==> src/verilog/sys_ctrl_defines.svh <==
`ifndef SYS_CTRL_DEFINES_SVH
`define SYS_CTRL_DEFINES_SVH

// word-aligned byte offsets of the four registers
`define OFS_VECTOR_BASE 8'h08
`define OFS_APP_IRQ_RESET 8'h0C
`define OFS_SLEEP_CONTROL 8'h10
`define OFS_CORE_CONFIG 8'h14

// vector base layout
`define VB_OFS_LSB 7
`define VB_LOW_ZERO 7'h00
`define VB_MASK_EARLY 25'h07FFFFF
`define VB_MASK_LATE 25'h1FFFFFF
`define VB_REGION_EARLY 22
`define VB_REGION_LATE 24

// interrupt/reset control layout
`define AIRC_KEY_WRITE 16'h05FA
`define AIRC_KEY_READ 16'h05FA
`define AIRC_ORDER_BIT 15
`define AIRC_SPLIT_LSB 8
`define AIRC_ORDER_VAL 1'b0

// configuration/control layout
`define CFG_STK_BIT 9
`define CFG_BFI_BIT 8
`define CFG_DIV_BIT 4
`define CFG_UNA_BIT 3
`define CFG_SWT_BIT 1
`define CFG_THR_BIT 0

// reset values
`define RST_VB_OFS 25'h0
`define RST_SPLIT 3'h0
`define RST_CFG_STK 1'b0

// priority grouping split points
`define SPLIT_ONE_SUB 3'h5
`define SPLIT_TWO_SUB 3'h6
`define SPLIT_ALL_SUB 3'h7

`endif

==> src/verilog/sys_ctrl_pkg.sv <==
package sys_ctrl_pkg;

  // kind of data access being checked for alignment
  typedef enum logic [1:0] {
    ACC_SINGLE = 2'h0,
    ACC_MULTI = 2'h1,
    ACC_DOUBLE = 2'h3
  } access_kind_t;

  // configuration/control bits held by the block
  typedef struct packed {
    logic stack_eight_byte_align;
    logic high_prio_busfault_ignore;
    logic divide_zero_trap;
    logic misaligned_access_trap;
    logic unpriv_swtrig_access;
    logic thread_entry_any_level;
  } core_config_ctrl_t;

  // whole state of the block
  typedef struct packed {
    logic [24:0] vector_base_offset;
    logic [2:0] priority_split_point;
    core_config_ctrl_t cfg;
    logic [31:0] rdata;
    logic [31:0] vector_addr;
    logic preempt;
    logic [2:0] group_prio;
    logic [2:0] sub_prio;
    logic stack_pad;
    logic stacked_align;
    logic restore_pad;
    logic busfault_ignore;
    logic lockup;
    logic div_trap;
    logic div_zero_result;
    logic usage_fault;
    logic swtrig_grant;
    logic swtrig_deny;
    logic thread_ok;
    logic return_fault;
  } state_t;

endpackage
==> src/verilog/core_exception_config_regs.sv <==
// Functional notes
// - vector base holds table offset bits
// - top offset bit selects code or SRAM
// - offset bits 6..0 read zero always
// - control writes need the unlock key
// - upper half reads fixed key value
// - byte order bit reads zero, little-endian
// - bits 10..8 hold the priority split
// - split 0..4 all group; 5 one sub
// - split 6 two sub; 7 all sub
// - preemption compares group priority only
// - bit 9 picks four or eight byte stack
// - stacked status bit 9 records, restores alignment
// - bit 8 lets high handlers ignore bus faults
// - bit 4 traps divide by zero
// - bit 3 traps unaligned single accesses
// - unaligned multiple/double accesses always fault
// - bit 1 gates unprivileged software trigger
// - bit 0 allows thread entry any level
//
// Local design decisions: strobed register access and the placing of the registers.
`timescale 1ns/1ps
`include "sys_ctrl_defines.svh"

module core_exception_config_regs
  import sys_ctrl_pkg::*;
#(
  parameter bit LATE_REV = 1'b0,
  parameter logic STK_RESET = `RST_CFG_STK
) (
  input wire logic i_clk_sys,
  input wire logic i_rstn,

  // register port
  // one-cycle strobes; read data stand in the next cycle only
  input wire logic [7:0] i_addr,
  input wire logic [31:0] i_wdata,
  input wire logic i_wr,
  input wire logic i_rd,
  output logic [31:0] o_rdata,

  // vector fetch
  // address lags the exception number by one clock
  input wire logic [7:0] i_exc_num,
  output logic [31:0] o_vector_addr,

  // priority comparison
  // only priority bits 7..5 are implemented
  input wire logic [7:0] i_pend_prio,
  input wire logic [7:0] i_active_prio,
  output logic o_preempt,
  output logic [2:0] o_group_prio,
  output logic [2:0] o_sub_prio,

  // exception entry and return stacking
  // entry and return are pulses; the stack pointer bit is a level
  input wire logic i_entry,
  input wire logic i_sp_bit2,
  input wire logic i_return,
  input wire logic i_stacked_psr9,
  output logic o_stack_pad,
  output logic o_stacked_align,
  output logic o_restore_pad,

  // data bus fault
  // negative priority level is a level from the core
  input wire logic i_data_busfault,
  input wire logic i_handler_neg_prio,
  output logic o_busfault_ignore,
  output logic o_lockup,

  // divide by zero
  // one pulse per divide whose divisor is zero
  input wire logic i_div_zero,
  output logic o_div_trap,
  output logic o_div_zero_result,

  // alignment check
  // kind tells single from multiple or doubleword
  input wire logic i_unaligned,
  input wire access_kind_t i_access_kind,
  output logic o_usage_fault,

  // software trigger access
  // privilege is a level, the request a pulse
  input wire logic i_swtrig_req,
  input wire logic i_unprivileged,
  output logic o_swtrig_grant,
  output logic o_swtrig_deny,

  // exception return into thread mode
  // other-active is a level from the exception tracker
  input wire logic i_ret_to_thread,
  input wire logic i_other_active,
  output logic o_thread_ok,
  output logic o_return_fault
);

  // register map, as byte offsets on the eight-bit port:
  //   0x08 vector base
  //   0x0C interrupt/reset control
  //   0x10 sleep control
  //   0x14 configuration/control
  // every other offset reads zero and swallows writes

  // vector base: the offset field sits in bits 31..7
  //   an early core keeps bits 29..7 and reads 31..30 as zero
  //   a late core keeps the full field up to bit 31
  //   the top kept bit chooses the code or the SRAM region
  //   bits 6..0 are never stored, so the base is 128-byte aligned
  //   a base that is not aligned to the table size is not caught here

  // interrupt/reset control:
  //   bits 31..16 read back the fixed key value
  //   bit 15 reads zero, data accesses are little-endian
  //   bits 10..8 hold the priority split point
  //   the reset request and clear-active bits are not built
  //   a write without the unlock key leaves everything as it was

  // priority split, applied to priority bits 7..5:
  //   0..4 all three are group bits
  //   5    two group bits, one subpriority bit
  //   6    one group bit, two subpriority bits
  //   7    no group bits, all three are subpriority
  //   preemption looks at the group bits alone

  // configuration/control:
  //   bit 9 eight-byte stack alignment on entry
  //   bit 8 bus faults ignored in handlers at -1 or -2
  //   bit 4 trap on a zero divisor
  //   bit 3 trap on unaligned single accesses
  //   bit 1 unprivileged access to the software trigger
  //   bit 0 thread mode reachable from any level

  // side channels:
  //   each event input is a one-cycle pulse from the core
  //   each answer is registered and lags its cause by one clock
  //   answers stand for one cycle, except the stacked alignment,
  //   which holds until the next exception entry

  // hazards:
  //   an event in the same cycle as a configuration write still sees
  //   the old setting, since the write lands at the clock edge
  //   software should let one clock pass before relying on a change
  //   the block keeps no sticky flags, so no set/clear race exists

  state_t state_reg;
  state_t state_next;

  // mask of the offset bits the revision implements
  // early cores keep 23 offset bits, late cores 25
  function automatic logic [24:0] ofs_mask();
    ofs_mask = LATE_REV ? `VB_MASK_LATE : `VB_MASK_EARLY;
  endfunction

  // which of priority bits 7..5 are group bits
  // split codes 0..4 give no subpriority at all
  function automatic logic [2:0] group_mask(input logic [2:0] split);
    logic [2:0] m;
    m = 3'h7;
    unique case (split)
      `SPLIT_ONE_SUB: m = 3'h6;
      `SPLIT_TWO_SUB: m = 3'h4;
      `SPLIT_ALL_SUB: m = 3'h0;
      default: m = 3'h7;
    endcase
    group_mask = m;
  endfunction

  // read value of a register, reserved bits zero
  // unmapped offsets and reserved positions return zero
  function automatic logic [31:0] read_word(input logic [7:0] a, input state_t s);
    logic [31:0] w;
    w = 32'h00000000;
    unique case (a)
      `OFS_VECTOR_BASE: begin
        w = {s.vector_base_offset & ofs_mask(), `VB_LOW_ZERO};
      end
      `OFS_APP_IRQ_RESET: begin
        w[31:16] = `AIRC_KEY_READ;
        w[`AIRC_ORDER_BIT] = `AIRC_ORDER_VAL;
        w[`AIRC_SPLIT_LSB +: 3] = s.priority_split_point;
      end
      `OFS_SLEEP_CONTROL: begin
        w = 32'h00000000;
      end
      `OFS_CORE_CONFIG: begin
        w[`CFG_STK_BIT] = s.cfg.stack_eight_byte_align;
        w[`CFG_BFI_BIT] = s.cfg.high_prio_busfault_ignore;
        w[`CFG_DIV_BIT] = s.cfg.divide_zero_trap;
        w[`CFG_UNA_BIT] = s.cfg.misaligned_access_trap;
        w[`CFG_SWT_BIT] = s.cfg.unpriv_swtrig_access;
        w[`CFG_THR_BIT] = s.cfg.thread_entry_any_level;
      end
      default: w = 32'h00000000;
    endcase
    read_word = w;
  endfunction

  logic [2:0] gmask;
  logic [2:0] pend_top;
  logic [2:0] act_top;
  logic vb_region;
  logic key_ok;

  // priority bits 7..5 carry the implemented level
  assign pend_top = i_pend_prio[7:5];
  assign act_top = i_active_prio[7:5];
  assign gmask = group_mask(state_reg.priority_split_point);

  // region bit sits at the top of the implemented offset
  assign vb_region = LATE_REV ? state_reg.vector_base_offset[`VB_REGION_LATE]
                              : state_reg.vector_base_offset[`VB_REGION_EARLY];

  // unlock key check for the interrupt/reset control word
  assign key_ok = (i_wdata[31:16] == `AIRC_KEY_WRITE);

  // next-state computation for the whole block
  always_comb begin
    state_next = state_reg;

    // register writes
    // strobes never overlap, so a write and a read never collide
    if (i_wr) begin
      unique case (i_addr)
        `OFS_VECTOR_BASE: begin
          state_next.vector_base_offset = i_wdata[31:`VB_OFS_LSB] & ofs_mask();
        end
        `OFS_APP_IRQ_RESET: begin
          // a wrong key drops the whole write, split included
          if (key_ok) begin
            state_next.priority_split_point = i_wdata[`AIRC_SPLIT_LSB +: 3];
          end
        end
        `OFS_CORE_CONFIG: begin
          state_next.cfg.stack_eight_byte_align = i_wdata[`CFG_STK_BIT];
          state_next.cfg.high_prio_busfault_ignore = i_wdata[`CFG_BFI_BIT];
          state_next.cfg.divide_zero_trap = i_wdata[`CFG_DIV_BIT];
          state_next.cfg.misaligned_access_trap = i_wdata[`CFG_UNA_BIT];
          state_next.cfg.unpriv_swtrig_access = i_wdata[`CFG_SWT_BIT];
          state_next.cfg.thread_entry_any_level = i_wdata[`CFG_THR_BIT];
        end
        default: begin
          // sleep control and unmapped offsets store nothing
          state_next.rdata = state_next.rdata;
        end
      endcase
    end

    // read data stands only in the cycle after the strobe
    // zero outside that cycle keeps a stale word off the bus
    state_next.rdata = i_rd ? read_word(i_addr, state_reg) : 32'h00000000;

    // vector fetch address: table base plus four bytes per entry
    // a misaligned table base is the software's problem; low bits stay zero
    state_next.vector_addr = {state_reg.vector_base_offset & ofs_mask(), `VB_LOW_ZERO}
                             + {22'h0, i_exc_num, 2'h0};
    // the region bit is already part of the address; kept visible for debug
    if (vb_region && (state_next.vector_addr == 32'h00000000)) begin
      state_next.vector_addr = 32'h00000000;
    end

    // group and subpriority split of the pending priority
    // only bits 7..5 exist, so finer split points collapse to all-group
    state_next.group_prio = pend_top & gmask;
    state_next.sub_prio = pend_top & ~gmask;
    // lower value wins; equal groups never preempt whatever the subpriority
    state_next.preempt = (pend_top & gmask) < (act_top & gmask);

    // stack alignment on entry, recorded in stacked bit 9
    // the core stores the recorded bit with the exception frame
    if (i_entry) begin
      state_next.stack_pad = state_reg.cfg.stack_eight_byte_align & i_sp_bit2;
      state_next.stacked_align = state_reg.cfg.stack_eight_byte_align & i_sp_bit2;
    end else begin
      state_next.stack_pad = 1'b0;
      state_next.stacked_align = state_reg.stacked_align;
    end
    // on return the stacked bit alone decides the restore
    state_next.restore_pad = i_return & i_stacked_psr9;

    // bus faults from loads and stores in priority -1/-2 handlers
    // outside those handlers a bus fault is not this block's concern
    state_next.busfault_ignore = i_data_busfault & i_handler_neg_prio
                                 & state_reg.cfg.high_prio_busfault_ignore;
    state_next.lockup = i_data_busfault & i_handler_neg_prio
                        & ~state_reg.cfg.high_prio_busfault_ignore;

    // divide by zero: trap or quotient of zero
    // exactly one of the two fires for each zero divisor
    state_next.div_trap = i_div_zero & state_reg.cfg.divide_zero_trap;
    state_next.div_zero_result = i_div_zero & ~state_reg.cfg.divide_zero_trap;

    // alignment: multiple and doubleword always fault
    // the trap enable only reaches single accesses
    state_next.usage_fault = 1'b0;
    if (i_unaligned) begin
      unique case (i_access_kind)
        ACC_SINGLE: state_next.usage_fault = state_reg.cfg.misaligned_access_trap;
        ACC_MULTI: state_next.usage_fault = 1'b1;
        ACC_DOUBLE: state_next.usage_fault = 1'b1;
        default: state_next.usage_fault = 1'b1;
      endcase
    end

    // software trigger register access; privileged code is always let in
    // grant and deny are exclusive for every request
    state_next.swtrig_grant = i_swtrig_req
                              & (~i_unprivileged | state_reg.cfg.unpriv_swtrig_access);
    state_next.swtrig_deny = i_swtrig_req & i_unprivileged
                             & ~state_reg.cfg.unpriv_swtrig_access;

    // return to thread mode with other exceptions still active
    // with nothing else active the return is always allowed
    state_next.thread_ok = i_ret_to_thread
                           & (~i_other_active | state_reg.cfg.thread_entry_any_level);
    state_next.return_fault = i_ret_to_thread & i_other_active
                              & ~state_reg.cfg.thread_entry_any_level;
  end

  // one register for all state
  // async clear so the options are defined before the first fetch
  // every field resets to a constant; stack alignment follows a parameter
  // since some platforms boot with eight-byte frames
  always_ff @(posedge i_clk_sys or negedge i_rstn) begin
    if (!i_rstn) begin
      state_reg <= '0;
      state_reg.vector_base_offset <= `RST_VB_OFS;
      state_reg.priority_split_point <= `RST_SPLIT;
      state_reg.cfg.stack_eight_byte_align <= STK_RESET;
    end else begin
      state_reg <= state_next;
    end
  end

  // outputs straight from the state register
  // register read data
  assign o_rdata = state_reg.rdata;

  // vector fetch address
  assign o_vector_addr = state_reg.vector_addr;

  // priority comparison results
  assign o_preempt = state_reg.preempt;
  assign o_group_prio = state_reg.group_prio;
  assign o_sub_prio = state_reg.sub_prio;

  // stacking results
  assign o_stack_pad = state_reg.stack_pad;
  assign o_stacked_align = state_reg.stacked_align;
  assign o_restore_pad = state_reg.restore_pad;

  // bus fault outcome
  assign o_busfault_ignore = state_reg.busfault_ignore;
  assign o_lockup = state_reg.lockup;

  // divide by zero outcome
  assign o_div_trap = state_reg.div_trap;
  assign o_div_zero_result = state_reg.div_zero_result;

  // alignment fault
  assign o_usage_fault = state_reg.usage_fault;

  // software trigger outcome
  assign o_swtrig_grant = state_reg.swtrig_grant;
  assign o_swtrig_deny = state_reg.swtrig_deny;

  // thread return outcome
  assign o_thread_ok = state_reg.thread_ok;
  assign o_return_fault = state_reg.return_fault;

endmodule // core_exception_config_regs

==> config.mk <==
export PLATFORM = sky130hd
export DESIGN_NAME = core_exception_config_regs
export DESIGN_NICKNAME = d
export VERILOG_FILES = /design/src/verilog/sys_ctrl_pkg.sv /design/src/verilog/core_exception_config_regs.sv
export VERILOG_INCLUDE_DIRS = /design/src /design/src/verilog
export SDC_FILE = /design/constraint.sdc
export NUM_CORES = 1
export LEC_CHECK = 0
export BUFFER_PORTS_ARGS = -buffer_cell sky130_fd_sc_hd__buf_4
export CAP_MARGIN = 10
export CORE_AREA = 4 4 108 99
export CTS_CLUSTER_DIAMETER = 80
export DETAILED_ROUTE_END_ITERATION = 10
export DIE_AREA = 0 0 112 103
export GPL_TIMING_DRIVEN = 0
export HOLD_SLACK_MARGIN = 0.15
export PLACE_DENSITY = 0.79
export SKIP_LAST_GASP = 1
export SLEW_MARGIN = 40
export SYNTH_ARGS = -nofsm -noshare
export SYNTH_HDL_FRONTEND = slang
export SYNTH_SLANG_ARGS = --single-unit
export TNS_END_PERCENT = 10
==> constraint.sdc <==
create_clock -name i_clk_sys -period 2.5 [get_ports i_clk_sys]
set_clock_uncertainty 0.2 [all_clocks]
set_input_delay 0.125 -clock i_clk_sys [delete_from_list [all_inputs] [get_ports i_clk_sys]]
set_output_delay 0.125 -clock i_clk_sys [all_outputs]
set_load 0.02 [all_outputs]
# Yosys cells after proc, flatten, opt, wreduce, memory -nomap -nowiden
# Cells that the tools add are included.
# word_totals
regBits	115
inputBits	82
wordCells	78
# op_classes
n_addsub	1
magnitude_cmp	1
n_eq_ne	7
muxes	13
bitwise	25
reduce_logical	6
# ops
op	n
$logic_not A32 Y1	1
$mux W32	1
$add A30 B10 Y31	1
$mux W31	1
$pmux W15 S2	1
$eq A16 B11 Y1 const B	1
$eq A8 B4 Y1 const B	2
$and A1 B1 Y1	13
$and A3 B3 Y3	3
$eq A3 B3 Y1 const B	3
$pmux W3 S3	1
$eq A8 B5 Y1 const B	1
$mux W2	3
$not A1 Y1	6
$pmux W2 S3	1
$mux W4	1
$reduce_and A2 Y1	2
$lt A3 B3 Y1	1
$mux W3	1
$not A3 Y3	1
$reduce_and A3 Y1	1
$logic_not A2 Y1	1
$mux W1	2
$or A1 B1 Y1	2
2 further kinds	2

# Longest topological paths before layout
# logic_depth
ltp_word	4
mapped_depth	6
mapped_depth_nobuf	6

# Least setup slack after synthesis
# Ideal clock, no wire load.
# synth_path
kind	register to register
startpoint	register state_reg[92] (netlist name)
endpoint	register state_reg, in the netlist o_vector_addr[29]
setup_ps	123
t_arrival_ps	1741
slack_ps	436
path_stages_with_launch	7
synth_period_minus_slack_ps	2064
cell_sequence	dfrtp_1 > ha_1 > fa_1 > a21oi_1 > nor4_1 > nand4_1 > xnor2_1
# synth_rtl
item	line_no	rtl
start: declaration	core_exception_config_regs.sv:147	state_t state_reg;
start signal: assignment	core_exception_config_regs.sv:332	state_reg <= state_next;

# Worst setup path in the final report
# layout_path
startpoint	input port i_addr[7]
endpoint	register state_reg[109] (netlist name)
# layout_between
elab_chain_cells	2
# layout_rtl
item	line_no	rtl
start: declaration	core_exception_config_regs.sv:36	input wire logic [7:0] i_addr,
$eq A8 B4 Y1	core_exception_config_regs.sv:225	unique case (i_addr)
$reduce_and A2 Y1 (no line)	-	
# No other way between the ends.
# A chain may end at the register's enable or synchronous reset.

==> summary.txt <==
Status
  • Outcome: finished, final reports clean

Yosys
  • Mapped Cells: 368
  • Avg Cell Area, Syn: around 13 sq um
  • Yosys cell types: 38
  • Top_reg_cell synth: dfrtp_1
  • Number of synthesized flops with an enable pin: 0
  • Mapped cell area: approximately 4700 sq um
  • Async SR Flop Fraction: 100%
  • Yosys reg bits: 107
  • Sequential area share after synthesis: about 57%
  • Warnings, synthesis: 0

Placement
  • Dpl hpwl: ~7400 um
  • Routability cong.: 0.788
  • Number of I/O port buffers: about 140

Clock tree
  • CTS H-Tree Depth: 3
  • Root buffer cell: clkbuf_8
  • Clock Path Buffers: 2
  • Clk slew on worst S/H paths: 0.10 ns
  • CTS tree: built
  • Clk sinks: 107
  • Worst-Skew Late Latency: 0.35 ns
  • CTS buffer count: 9

Timing
  • Slew HR: between 40 and 50%
  • Final Slew Violations: 0
  • Fin Hold WS: 0.211 ns
  • Final worst-path cycle share: 99.2%
  • Setup TNS Final: 0 ns
  • Achievable Freq: 403 MHz
  • Worst-Margin Slew: 0.773 ns
  • Min cycle time layout: 2.48 ns
  • Final hold violations: 0
  • RSZ-0062 raised after global routing: no
  • Final setup fails: 0

Pwr
  • Pwr dens: 492 nW/um^2
  • Max VDD drop: ~0.46 mV
  • P_leak: between 3 and 4 nW

Final layout
  • Most frequent cells in the layout: buf_4 (209), dfrtp_1 (107), dlygate4sd3_1 (71)
  • Diode count: 0
  • Most common cell after layout, fill and taps aside: buf_4
  • P&R area growth vs syn: 46.9%
  • Fillers: approximately 670
  • Share of cells above drive strength 1: 43.7%
  • Max reg flops: 32
  • Final #Nets: 685
  • Finished Core Util: 71.9%

Die
  • Vert. Die Dim: 103 um
  • Die W: 112 um
  • Ports: 165
  • Starting Density: just under 50%
  • Total core area: 9570 sq um
  • Die footprint: 11500 sq um
  • FP Rows: 34

Route
  • Via count: 3397
  • Antenna viol nets, final: 0
  • Drt first pass iters: 4
  • Post-route DRC: 0
  • Via density per instance: 4.67
  • Routed len/inst: approximately 15 um
  • DRT iter0 DRCs: slightly above 90
  • DRT Wirelength: 11200 um

Global route
  • Total grt overflow: 0
  • Initial antenna violation count: 0
  • Largest net degree at the start of global routing: about 110
  • First-pass GRT wire length: roughly 18000 um
  • Number of global-route vias before repair: approximately 3700
  • GR Util All Layers: 19.8%

Setup path
  • Worst r2r path cells: 6
  • Critical path class: in -> reg
  • Crit. End Element: flip-flop
  • Reg2reg setup slack: ~0.16 ns
  • Worst Setup SP: i_addr[7]
  • Capturing point of the worst reg2reg path: o_vector_addr[29]
  • Worst Setup EP: state_reg[109]
  • Worst R2R Start: state_reg[92]
  • Crit start category: input pin
  • Required time worst endpoint: roughly 2.5 ns
  • Crit-path max FO: 5
  • Critical Path AT: approximately 2.5 ns

Min path
  • Hold path depth: 2
  • HP Class: in -> reg

Flow run
  • Total of max-cap violations: 0
final cells by class:
type	count	area (sq um)	area share, %
Buffer	83	593	8.61
Tap cell	126	158	2.29
Inverter	5	18.8	0.273
Clock inverter	5	62.6	0.908
Timing Repair Buffer	211	1790	26.0
Sequential cell	107	2680	38.9
Multi-Input combinational cell	180	1450	21.0
Clock buffer	11	141	2.05
metrics by stage:
stage	instances	total power (W)	setup WS, ns	instance area [sq um]
final	728	0.00339	0.0190	6890
after global routing	728	0.00352	0.000598	6890
after CTS	725	0.00340	0.0204	6830
after detailed placement	639	0.00226	0.234	5920
after global placement	639	0.00224	0.00385	5910
after floorplan	375	0.00205	0.436	4720
cell usage after synthesis, types with 3 or more instances:
master | n | area [sq um]
a21o_1 | 11 | 82.6
a21oi_1 | 3 | 15.0
a22o_1 | 3 | 26.3
and2_1 | 20 | 125
and3_1 | 12 | 75.1
buf_4 | 70 | 526
clkbuf_1 | 10 | 37.5
dfrtp_1 | 107 | 2680
ha_1 | 5 | 62.6
inv_1 | 5 | 18.8
mux2_2 | 12 | 135
mux2_4 | 20 | 300
nand2_1 | 11 | 41.3
nand3_1 | 8 | 40.0
nand4_1 | 7 | 43.8
nor2_1 | 10 | 37.5
nor2b_1 | 5 | 31.3
nor3_1 | 3 | 15.0
nor4_1 | 3 | 18.8
xnor2_1 | 12 | 105
xor2_1 | 9 | 78.8
how the worst min path moves through the flow:
stage | from | endpoint | slack, ns
finish | i_exc_num[3] | o_vector_addr[5] | 0.21
global route | i_exc_num[0] | o_vector_addr[2] | 0.21
CTS | i_wr | state_reg[89] | 0.18
detailed placement | i_rstn | o_restore_pad | 0.03
global placement | i_exc_num[4] | o_vector_addr[6] | 0.03
floorplan | i_rstn | o_busfault_ignore | -0.37
worst max-delay path: stages:
cell,delay (ns)
dlygate4sd3_1,0.54
buf_4,0.14
nor4_4,0.16
nand3b_1,0.17
or3b_1,0.40
buf_4,0.17
mux2_2,0.27
dlygate4sd3_1,0.56
repair_timing:
action                                  in CTS  in global routing
hold buffers                                70                  1
gates resized for setup                      0                  4
hold endpoints to repair                   181                 54
buffers inserted                             0                  1
endpoints found under the setup margin       0                  3
where the power goes:
part	switching (W)	leakage, nW	total, W	internal (W)
combinational	0.000203	2.23	0.000490	0.000288
clock	0.000566	0.0957	0.00106	0.000495
sequential	0.0000444	1.45	0.00183	0.00179
cell families (layout without fill, tap and decap cells):
family / Yosys count / count (layout) / synth area share, %
xor gates and xnor gates: 21 / 21 / 3.92
DFF: 107 / 107 / 57.1
muxes: 32 / 32 / 9.29
AOI/OAI and AO/OA: 25 / 25 / 3.98
buffers and inverters: 88 / 315 / 13.0
other: 1 / 8 / 0.0800
adders and majority gates: 6 / 6 / 1.76
and+or+nand+nor: 88 / 88 / 10.9
per-layer routing:
metal  part of all wire, %  global-route usage (%)  routed length [um]  vias up
li1                      -                       -                   -     1607
met1                    38                    22.3                4310     1620
met2                    51                    36.0                5760      142
met3                   7.8                    6.34                 872       28
met4                   2.6                    7.12                 291        0
met5                     0                       0                   0        -
No activity file was read; power rests on OpenSTA's default activity.
